## config.mk

```make
export PLATFORM = sky130hd
export DESIGN_NAME = status_flag_instruction_exec
export DESIGN_NICKNAME = d
export VERILOG_FILES = /design/src/include/flag_exec_pkg.sv /design/src/hdl/status_flag_instruction_exec.sv
export SDC_FILE = /design/constraint.sdc
export NUM_CORES = 1
export LEC_CHECK = 0
export BUFFER_PORTS_ARGS = -buffer_cell sky130_fd_sc_hd__clkbuf_2
export CAP_MARGIN = 10
export CORE_MARGIN = 4
export CORE_UTILIZATION = 45
export CTS_CLUSTER_SIZE = 20
export DETAILED_ROUTE_END_ITERATION = 7
export SLEW_MARGIN = 20
export SYNTH_ARGS = -nofsm -noshare
export SYNTH_HDL_FRONTEND = slang
export SYNTH_SLANG_ARGS = --single-unit
export TNS_END_PERCENT = 5
```

## constraint.sdc

```tcl
create_clock -name pclk -period 2.16 [get_ports pclk]
set_input_delay 0.432 -clock pclk [delete_from_list [all_inputs] [get_ports pclk]]
set_output_delay 0.432 -clock pclk [all_outputs]
set_load 0.05 [all_outputs]
```

## src/include/flag_exec_pkg.sv

```systemverilog
// Constants, opcodes and carriers for the status flag and core control executor.
// Assumes a 40 MHz APB clock and that software issues one instruction per APB write.
// How it works
// RULE1: Bit-store copies the chosen bit of a working register into the transfer flag only, in one clock.
// RULE2: Bit-load writes the transfer flag into the chosen bit of a working register, no flags move, one clock.
// RULE3: Interrupt-enable sets the global interrupt flag and nothing else in one clock.
// RULE4: Interrupt-disable clears the global interrupt flag and nothing else in one clock.
// RULE5: Sign-set forces the signed test flag to one and nothing else in one clock.
// RULE6: Sign-clear forces the signed test flag to zero and nothing else in one clock.
// RULE7: Overflow-set forces the overflow flag to one and nothing else in one clock.
// RULE8: Overflow-clear forces the overflow flag to zero and nothing else in one clock.
// RULE9: Half-carry set and clear force the half carry flag to one or zero and nothing else in one clock.
// RULE10: Sleep issues a request to the sleep logic in one clock and leaves every flag alone.
// RULE11: Watchdog restart pulses the watchdog restart request in one clock and leaves every flag alone.
// RULE12: Break only raises a debug halt request and leaves every flag alone.
// RULE13: Generic and named flag set or clear write one or zero to the flag picked by a three-bit index.
// RULE14: No-operation takes one clock and changes no register or flag; the code still advances the executed count by one.
package flag_exec_pkg;
    localparam logic [7:0] ADDR_INSTR = 8'h00;
    localparam logic [7:0] ADDR_STATUS = 8'h04;
    localparam logic [7:0] ADDR_INFO = 8'h08;
    localparam int WREG_SEL_BIT = 7;
    localparam logic [7:0] STATUS_RESET = 8'h00;
    localparam logic [15:0] COUNT_RESET = 16'h0000;
    localparam int OP_LSB = 0;
    localparam int BIT_LSB = 8;
    localparam int REG_LSB = 16;
    localparam logic [2:0] FLAG_C = 3'h0;
    localparam logic [2:0] FLAG_Z = 3'h1;
    localparam logic [2:0] FLAG_N = 3'h2;
    localparam logic [2:0] FLAG_V = 3'h3;
    localparam logic [2:0] FLAG_S = 3'h4;
    localparam logic [2:0] FLAG_H = 3'h5;
    localparam logic [2:0] FLAG_T = 3'h6;
    localparam logic [2:0] FLAG_I = 3'h7;

    typedef enum logic [4:0] {
        OP_NOP = 5'h00,
        OP_GENERIC_FLAG_SET = 5'h01,
        OP_GENERIC_FLAG_CLEAR = 5'h02,
        OP_BIT_STORE = 5'h03,
        OP_BIT_LOAD = 5'h04,
        OP_INTERRUPT_ENABLE = 5'h05,
        OP_INTERRUPT_DISABLE = 5'h06,
        OP_SIGN_SET = 5'h07,
        OP_SIGN_CLEAR = 5'h08,
        OP_OVERFLOW_SET = 5'h09,
        OP_OVERFLOW_CLEAR = 5'h0a,
        OP_HALF_CARRY_SET = 5'h0b,
        OP_HALF_CARRY_CLEAR = 5'h0c,
        OP_CARRY_SET = 5'h0d,
        OP_CARRY_CLEAR = 5'h0e,
        OP_NEGATIVE_SET = 5'h0f,
        OP_NEGATIVE_CLEAR = 5'h10,
        OP_ZERO_SET = 5'h11,
        OP_ZERO_CLEAR = 5'h12,
        OP_TRANSFER_SET = 5'h13,
        OP_TRANSFER_CLEAR = 5'h14,
        OP_SLEEP = 5'h15,
        OP_WATCHDOG_RESTART = 5'h16,
        OP_BREAK = 5'h17
    } opcode_t;

    localparam logic [4:0] OP_LAST = 5'h17;

    typedef struct packed {
        logic [4:0] reg_sel;
        logic [2:0] bit_sel;
        opcode_t op;
    } instr_t;

    typedef struct packed {
        logic [7:0] status_flags_register;
        logic [31:0][7:0] wregs;
        logic [15:0] exec_count;
        logic [31:0] rdata;
        logic sleep_req;
        logic wdt_restart;
        logic debug_halt;
    } core_state_t;
endpackage : flag_exec_pkg
```

## src/hdl/status_flag_instruction_exec.sv

```systemverilog
// Executor for flag, bit-transfer and core control instructions behind an APB slave.
// Assumes an APB master on pclk; sleep, watchdog and debug logic take the request pulses.
module status_flag_instruction_exec
    import flag_exec_pkg::*;
(
    input wire logic pclk,
    input wire logic presetn,
    input wire logic psel,
    input wire logic penable,
    input wire logic pwrite,
    input wire logic [7:0] paddr,
    input wire logic [31:0] pwdata,
    output logic [31:0] prdata,
    output logic pready,
    output logic pslverr,
    output logic [7:0] status_flags,
    output logic sleep_req,
    output logic wdt_restart,
    output logic debug_halt
);
    core_state_t st;
    core_state_t next_st;
    instr_t ins;
    logic setup;
    logic access;
    logic mapped;
    logic op_legal;
    logic go;
    logic picked;

    // The instruction word keeps its fields apart, so each one is picked out by position.
    assign ins = '{reg_sel: pwdata[REG_LSB +: 5], bit_sel: pwdata[BIT_LSB +: 3],
        op: opcode_t'(pwdata[OP_LSB +: 5])};
    assign setup = psel && !penable;
    assign access = psel && penable;
    assign mapped = (paddr[1:0] == 2'h0) && (paddr[WREG_SEL_BIT] || paddr == ADDR_INSTR
        || paddr == ADDR_STATUS || paddr == ADDR_INFO);
    assign op_legal = pwdata[OP_LSB+4:OP_LSB] <= OP_LAST;
    // Every instruction finishes at the edge that completes its APB write.
    assign go = access && pwrite && paddr == ADDR_INSTR && op_legal;
    assign picked = st.wregs[ins.reg_sel][ins.bit_sel];

    // The slave never stalls, so each access phase is one cycle long.
    assign pready = 1'b1;
    assign pslverr = access && (!mapped || (pwrite && paddr == ADDR_INSTR && !op_legal));
    assign prdata = st.rdata;
    assign status_flags = st.status_flags_register;
    assign sleep_req = st.sleep_req;
    assign wdt_restart = st.wdt_restart;
    assign debug_halt = st.debug_halt;

    always_comb begin
        next_st = st;
        next_st.sleep_req = 1'b0;
        next_st.wdt_restart = 1'b0;
        next_st.debug_halt = 1'b0;
        // Read data is captured in the setup cycle so that it leaves a flip-flop.
        if (setup && !pwrite) begin
            next_st.rdata = 32'h0000_0000;
            if (paddr[WREG_SEL_BIT] && paddr[1:0] == 2'h0) begin
                next_st.rdata = {24'h00_0000, st.wregs[paddr[6:2]]};
            end else if (paddr == ADDR_STATUS) begin
                next_st.rdata = {24'h00_0000, st.status_flags_register};
            end else if (paddr == ADDR_INFO) begin
                next_st.rdata = {16'h0000, st.exec_count};
            end
        end
        if (access && pwrite && paddr == ADDR_STATUS) begin
            next_st.status_flags_register = pwdata[7:0];
        end
        if (access && pwrite && paddr[WREG_SEL_BIT] && paddr[1:0] == 2'h0) begin
            next_st.wregs[paddr[6:2]] = pwdata[7:0];
        end
        if (go) begin
            next_st.exec_count = st.exec_count + 16'h0001;
            unique case (ins.op)
                OP_NOP: begin
                    next_st.exec_count = st.exec_count + 16'h0001; // [RULE14]
                end
                OP_GENERIC_FLAG_SET: begin
                    next_st.status_flags_register[ins.bit_sel] = 1'b1; // [RULE13]
                end
                OP_GENERIC_FLAG_CLEAR: begin
                    next_st.status_flags_register[ins.bit_sel] = 1'b0; // [RULE13]
                end
                OP_BIT_STORE: begin
                    next_st.status_flags_register[FLAG_T] = picked; // [RULE1]
                end
                OP_BIT_LOAD: begin
                    next_st.wregs[ins.reg_sel][ins.bit_sel] =
                        st.status_flags_register[FLAG_T]; // [RULE2]
                end
                OP_INTERRUPT_ENABLE: begin
                    next_st.status_flags_register[FLAG_I] = 1'b1; // [RULE3]
                end
                OP_INTERRUPT_DISABLE: begin
                    next_st.status_flags_register[FLAG_I] = 1'b0; // [RULE4]
                end
                OP_SIGN_SET: begin
                    next_st.status_flags_register[FLAG_S] = 1'b1; // [RULE5]
                end
                OP_SIGN_CLEAR: begin
                    next_st.status_flags_register[FLAG_S] = 1'b0; // [RULE6]
                end
                OP_OVERFLOW_SET: begin
                    next_st.status_flags_register[FLAG_V] = 1'b1; // [RULE7]
                end
                OP_OVERFLOW_CLEAR: begin
                    next_st.status_flags_register[FLAG_V] = 1'b0; // [RULE8]
                end
                OP_HALF_CARRY_SET: begin
                    next_st.status_flags_register[FLAG_H] = 1'b1; // [RULE9]
                end
                OP_HALF_CARRY_CLEAR: begin
                    next_st.status_flags_register[FLAG_H] = 1'b0; // [RULE9]
                end
                OP_CARRY_SET: begin
                    next_st.status_flags_register[FLAG_C] = 1'b1; // [RULE13]
                end
                OP_CARRY_CLEAR: begin
                    next_st.status_flags_register[FLAG_C] = 1'b0; // [RULE13]
                end
                OP_NEGATIVE_SET: begin
                    next_st.status_flags_register[FLAG_N] = 1'b1; // [RULE13]
                end
                OP_NEGATIVE_CLEAR: begin
                    next_st.status_flags_register[FLAG_N] = 1'b0; // [RULE13]
                end
                OP_ZERO_SET: begin
                    next_st.status_flags_register[FLAG_Z] = 1'b1; // [RULE13]
                end
                OP_ZERO_CLEAR: begin
                    next_st.status_flags_register[FLAG_Z] = 1'b0; // [RULE13]
                end
                OP_TRANSFER_SET: begin
                    next_st.status_flags_register[FLAG_T] = 1'b1; // [RULE13]
                end
                OP_TRANSFER_CLEAR: begin
                    next_st.status_flags_register[FLAG_T] = 1'b0; // [RULE13]
                end
                OP_SLEEP: begin
                    next_st.sleep_req = 1'b1; // [RULE10]
                end
                OP_WATCHDOG_RESTART: begin
                    next_st.wdt_restart = 1'b1; // [RULE11]
                end
                OP_BREAK: begin
                    // The halt request is all that break does; the debug unit decides the rest.
                    next_st.debug_halt = 1'b1; // [RULE12]
                end
            endcase
        end
    end

    always_ff @(posedge pclk or negedge presetn) begin
        if (!presetn) begin
            st <= '{status_flags_register: STATUS_RESET, wregs: '0, exec_count: COUNT_RESET,
                rdata: 32'h0000_0000, sleep_req: 1'b0, wdt_restart: 1'b0, debug_halt: 1'b0};
        end else begin
            st <= next_st;
        end
    end
endmodule : status_flag_instruction_exec

```

* Word-level counts from Yosys, hierarchy flattened
Index checks and enable logic that the tools add are counted.
** Word-level totals
- Register bits after elaboration :: 315
- Input bits :: 45
- Output and inout port bits :: 45
** Operators by class
- $add $sub $neg :: 1
- Order comparisons :: 7
- Equal/unequal tests :: 25
- Mux-type cells :: 33
- Bitwise gates (word level) :: 3
- Reduce and logical (&&, ||, !) cells :: 27
** Operators by type and width (count)
- 256-bit bitwise mux :: 2
- 256-bit two-way mux :: 2
- 280-bit two-way mux :: 1
- 8-bit binary-select mux with 5-bit select :: 2
- 8-bit demux with 5-bit select :: 2
- 16-bit two-way mux :: 3
- 5-bit by 4-bit equality test with 1-bit output (second input constant) :: 8
- 5-bit equality test (second input constant) :: 8
- 8-bit two-way mux :: 5
- 1-bit one-hot mux with 4 select lines :: 7
- 5-bit by 3-bit equality test with 1-bit output (second input constant) :: 4
- 1-bit logical AND :: 17
- 16-bit by 1-bit adder with 16-bit output (second input constant) :: 1
- 5-bit by 6-bit < comparator with 1-bit output (second input constant) :: 2
- 5-bit by 2-bit equality test with 1-bit output (second input constant) :: 2
- 5-bit by 1-bit >= comparator with 1-bit output (second input constant) :: 2
- 8-bit bitwise AND :: 1
- 8-bit by 3-bit equality test with 1-bit output (second input constant) :: 1
- 8-bit by 4-bit equality test with 1-bit output (second input constant) :: 1
- 8-bit logical NOT :: 1
- 8-bit inverter :: 1
- 8-bit OR :: 1
- 5-bit by 1-bit equality test with 1-bit output (second input constant) :: 1
- 5-bit <= comparator (second input constant) :: 1
- other kinds (10) :: 20

* Depth between registers and ports, before layout
- Depth after elaboration :: 9
- Mapped depth :: 11
- Mapped depth without buffers :: 7

* Least setup slack after synthesis
Ideal clock, no wire load.
- Path type :: input to register
- Start point :: in paddr[2]
- End point :: reg st (netlist bit prdata[0])
- Arrival time :: 2.590 ns
- Setup slack :: -0.567 ns
- Cell stages on the path :: 6
- Path buffers :: 1
- Cell sequence :: buf_1 > mux4_2 > mux4_2 > mux2_2 > a222oi_1 > a21oi_1
** Between the ends
- Cells in the longest elaborated chain, start to end :: 4
- Elaborated cells between the ends (all ways) :: 7
- Classes of those cells :: 2 x eq/ne; 5 x mux
** RTL lines
- from (decl) :: line status_flag_instruction_exec.sv:11 : input wire logic [7:0] paddr,
- parallel branches: the longest is 3 deep, another holds 8-bit binary-select mux with 5-bit select
- 16-bit two-way mux * :: line status_flag_instruction_exec.sv:60 : if (paddr[WREG_SEL_BIT] && paddr[1:0] == 2'h0) begin
- to (signal assigned) :: line status_flag_instruction_exec.sv:157 : st <= '{status_flags_register: STATUS_RESET, wregs: '0, exec_count: COUNT_RESET,
- to (signal assigned) :: line status_flag_instruction_exec.sv:160 : st <= next_st;
- to (decl) :: line status_flag_instruction_exec.sv:21 : core_state_t st;
Mark *: on every way between the ends. The select of a mux whose other input is x is not followed.
A chain may end at the register's enable or synchronous reset.

* Worst setup path in the final report
- Start point :: reg st[258] in the netlist's numbering
- End point :: reg st (netlist bit prdata[7])
** Between the ends
- Cells in the longest elaborated chain, start to end :: 3
** RTL lines
- 8-bit binary-select mux with 5-bit select :: line status_flag_instruction_exec.sv:61 : next_st.rdata = {24'h00_0000, st.wregs[paddr[6:2]]};
- 8-bit two-way mux (implied by the code) :: line status_flag_instruction_exec.sv:61
- 16-bit two-way mux :: line status_flag_instruction_exec.sv:60
Every way passes these cells. The select of a mux whose other input is x is not followed.

==> run_results.csv <==
group,metric,value,unit
status,status,"complete, but fails checks",
status,failed_checks,"setup timing",
synthesis,synth-main-ff-cell,"dfrtp_1",
power_and_ir_drop,p_per_area,560,nW/um^2
timing,tightest_slew,0.578,ns
routing,post_drt_wl_per_cell,28.0,microns
final_layout,layout.nets,2665,
die,die_h,218,microns
routing,ant_nets,0,
timing,report.final.slew_viol_count,0,
flow_run,max_cap_viol_count,0,
routing,drt_iter0_drc,3241,
timing,fin_skew,0.0277,ns
placed_design,dp_cells,3164,
critical_path,crit_chain,"mux4_2 > mux4_2 > mux2_2 > a222oi_1 > a21oi_1",
critical_path,crit_slowest_cell,"mux4_2",
power_and_ir_drop,leakagePower,11.4,nW
cts,ctsLongestPathBuffers,3,
die,die-area,47700,sq um
final_layout,seqCellArea,7510,sq um
timing,setup_viol,8,
synthesis,ys_seq_elements,299,
cts,cts_buffers,37,
die,die_w,218,microns
critical_path,worstPathArrival,2.74,ns
cts,insertion_delay,0.58,ns
die,io_pins,90,
die,start_util,45.9,%
final_layout,final_core_utilization,59.2,%
timing,final.min_clock_period,2.30,ns
cts,clock-sinks,299,
final_layout,diodes,0,
timing,setup_tns,-0.793,ns
global_route,grt_usage,37.6,%
global_route,grt_pass1_wl,132000,microns
final_layout,stdcell_count,3232,
synthesis,synth-edff-count,0,
critical_path,worst-path-max-fanout,3,
critical_path,crit_top_cell,"mux4_2",
final_layout,drive_gt1_share,28.5,%
synthesis,netlist-cell-type-count,66,
synthesis,syn_area,19900,sq um
routing,route.vias.total,19900,
cts,h-tree-depth,2,
final_layout,multi_input_area,11600,sq um
global_route,antenna_found_initial,1,
routing,wl,90400,microns
timing,rsz0062_at_grt,"true",
cts,cts.clk_slew.worst_paths,0.06,ns
critical_path,crit_required,2.60,ns
die,num_rows,76,
die,coreArea,43500,sq um
synthesis,ys_seq_area_share,37.5,%
global_route,grt_max_degree,101,
timing,finalHoldViolations,0,
synthesis,ys_warn_count,0,
cts,cts_root_buf,"clkbuf_16",
min_path,min_path_type,"primary input to register",
synthesis,avgSynthCellArea,8.98,sq um
timing,fmax,435,MHz
power_and_ir_drop,irDropWorstVdd,0.538,mV
synthesis,async_reset_ff_share,100,%
routing,firstDrtPassIters,8,
placed_design,place_ws,-0.649,ns
synthesis,netlist_instances,2220,
global_route,grt.overflow.total,0,
final_layout,syn2layout_area_growth,29.1,%
timing,max-slew-margin-rel,61.4,%
routing,vias_per_cell,6.16,
critical_path,start_kind,"register",
placed_design,gp_congestion,1.11,
critical_path,slowest_delay,0.52,ns
placed_design,place_hpwl,68700,microns
timing,fin_crit_sh,106,%
timing,setup_ws,-0.139,ns
critical_path,crit_type,"register to register",
routing,drc_errors,0,
final_layout,fill_cells,3729,
cts,cts_tree,"done",
global_route,grt_pass1_vias,19100,
power_and_ir_drop,finalPower,14.4,mW
placed_design,port_buffers,56,
critical_path,critPathCaptureType,"register",
[kinds of logic (layout without fill, tap and decap cells)]
logic type / Yosys count / after routing / synth area share, %
other: 2 / 17 / 0.0377
AO/OA/AOI/OAI: 429 / 429 / 12.0
adder cells (fa/ha/maj): 2 / 2 / 0.113
XOR/XNOR: 16 / 16 / 0.703
buffers and inverters: 213 / 625 / 5.03
multiplexers: 446 / 446 / 27.4
AND/OR/NAND/NOR: 813 / 813 / 17.2
flip-flops: 299 / 299 / 37.5
[layout make-up]
class	count	area share (%)
clock inverters	17	0.953
well taps	585	2.84
flip-flops and latches	299	29.2
clock buffers	50	4.22
inverters	6	0.0875
multi-input cells	1723	45.2
repair buffers	552	17.6
[worst paths after layout]
check                           slack [ns]                        end                   start  cells after the start
worst max register to register       -0.14      prdata[7]$_DFFE_PN0P_       st[258]$_DFF_PN0_                      5
max in group asynchronous             0.97          st[242]$_DFF_PN0_                 presetn                      3
worst min register to register        0.47     prdata[13]$_DFFE_PN0P_  prdata[13]$_DFFE_PN0P_                      2
min in group asynchronous             0.37          st[200]$_DFF_PN0_                 presetn                      2
worst max-delay path                 -0.14      prdata[7]$_DFFE_PN0P_       st[258]$_DFF_PN0_                      5
worst min-delay path                  0.25  status_flags[7]$_DFF_PN0_               pwdata[7]                      3
[per-stage QoR]
stage / cell area (sq um) / hold slack [ns]
after CTS: 25700 / 0.243
after global placement: 24300 / 0.396
final: 25700 / 0.254
after floorplan: 20100 / 0.136
after global routing: 25700 / 0.278
after detailed placement: 24300 / 0.396
[worst max-delay path, delay by kind of cell, from the launching register on]
family / cells / cell delay, ns
DFF: 1 / 0.46
muxes: 3 / 1.31
AOI/OAI and AO/OA: 2 / 0.39
[cell usage after synthesis (all sizes together), types with 18 or more instances]
cell	count	area (sq um)
a21oi	54	270
buf	68	459
clkbuf	139	522
dfrtp	299	7480
mux2i	358	3580
mux4	78	1760
nand2	354	1330
nand3	28	140
nor2	332	1260
nor4	18	128
o21ai	262	1310
o22ai	66	413
[state kept, by name, indices dropped and copies added, names as in the netlist]
signal / count
st: 272
prdata: 16
debug_halt: 1
wdt_restart: 1
status_flags: 8
sleep_req: 1
[cell usage in the layout, fill, tap and decap left out, types with 17 or more instances in the layout]
master,instances
dfrtp_1,282
clkbuf_2,51
o21ai_0,248
mux4_2,78
nand2_1,353
mux2i_1,350
nand3_1,27
buf_12,39
buf_4,458
clkbuf_16,39
a21oi_1,54
nor2_1,326
conb_1,17
o22ai_1,65
[layer usage]
metal / wire [microns] / share of wire [%] / up-vias / GRT usage [%]
li1: - / - / 8656 / -
met2: 38200 / 42 / 1335 / 55.0
met4: 4950 / 5.5 / 2 / 16.3
met5: 13 / 0.014 / - / 0
met1: 35800 / 40 / 9669 / 52.2
met3: 11400 / 13 / 259 / 10.7
[repair_timing]
| item | in CTS | in global routing |
|---|---|---|
| gates resized for setup | 23 | 15 |
| hold buffers | 1 | 0 |
| buffers inserted | 0 | 0 |
| setup endpoints to repair | 9 | 9 |
| pin swaps | 2 | 2 |
| hold endpoints to repair | 42 | 0 |
[where the power goes]
group,total (mW),leakage (nW),internal [mW],switching (mW)
logic,1.65,6.67,0.612,1.03
clock network,6.93,0.661,4.25,2.68
registers,5.84,4.11,5.70,0.138
Power figures use the tool's default switching activity.
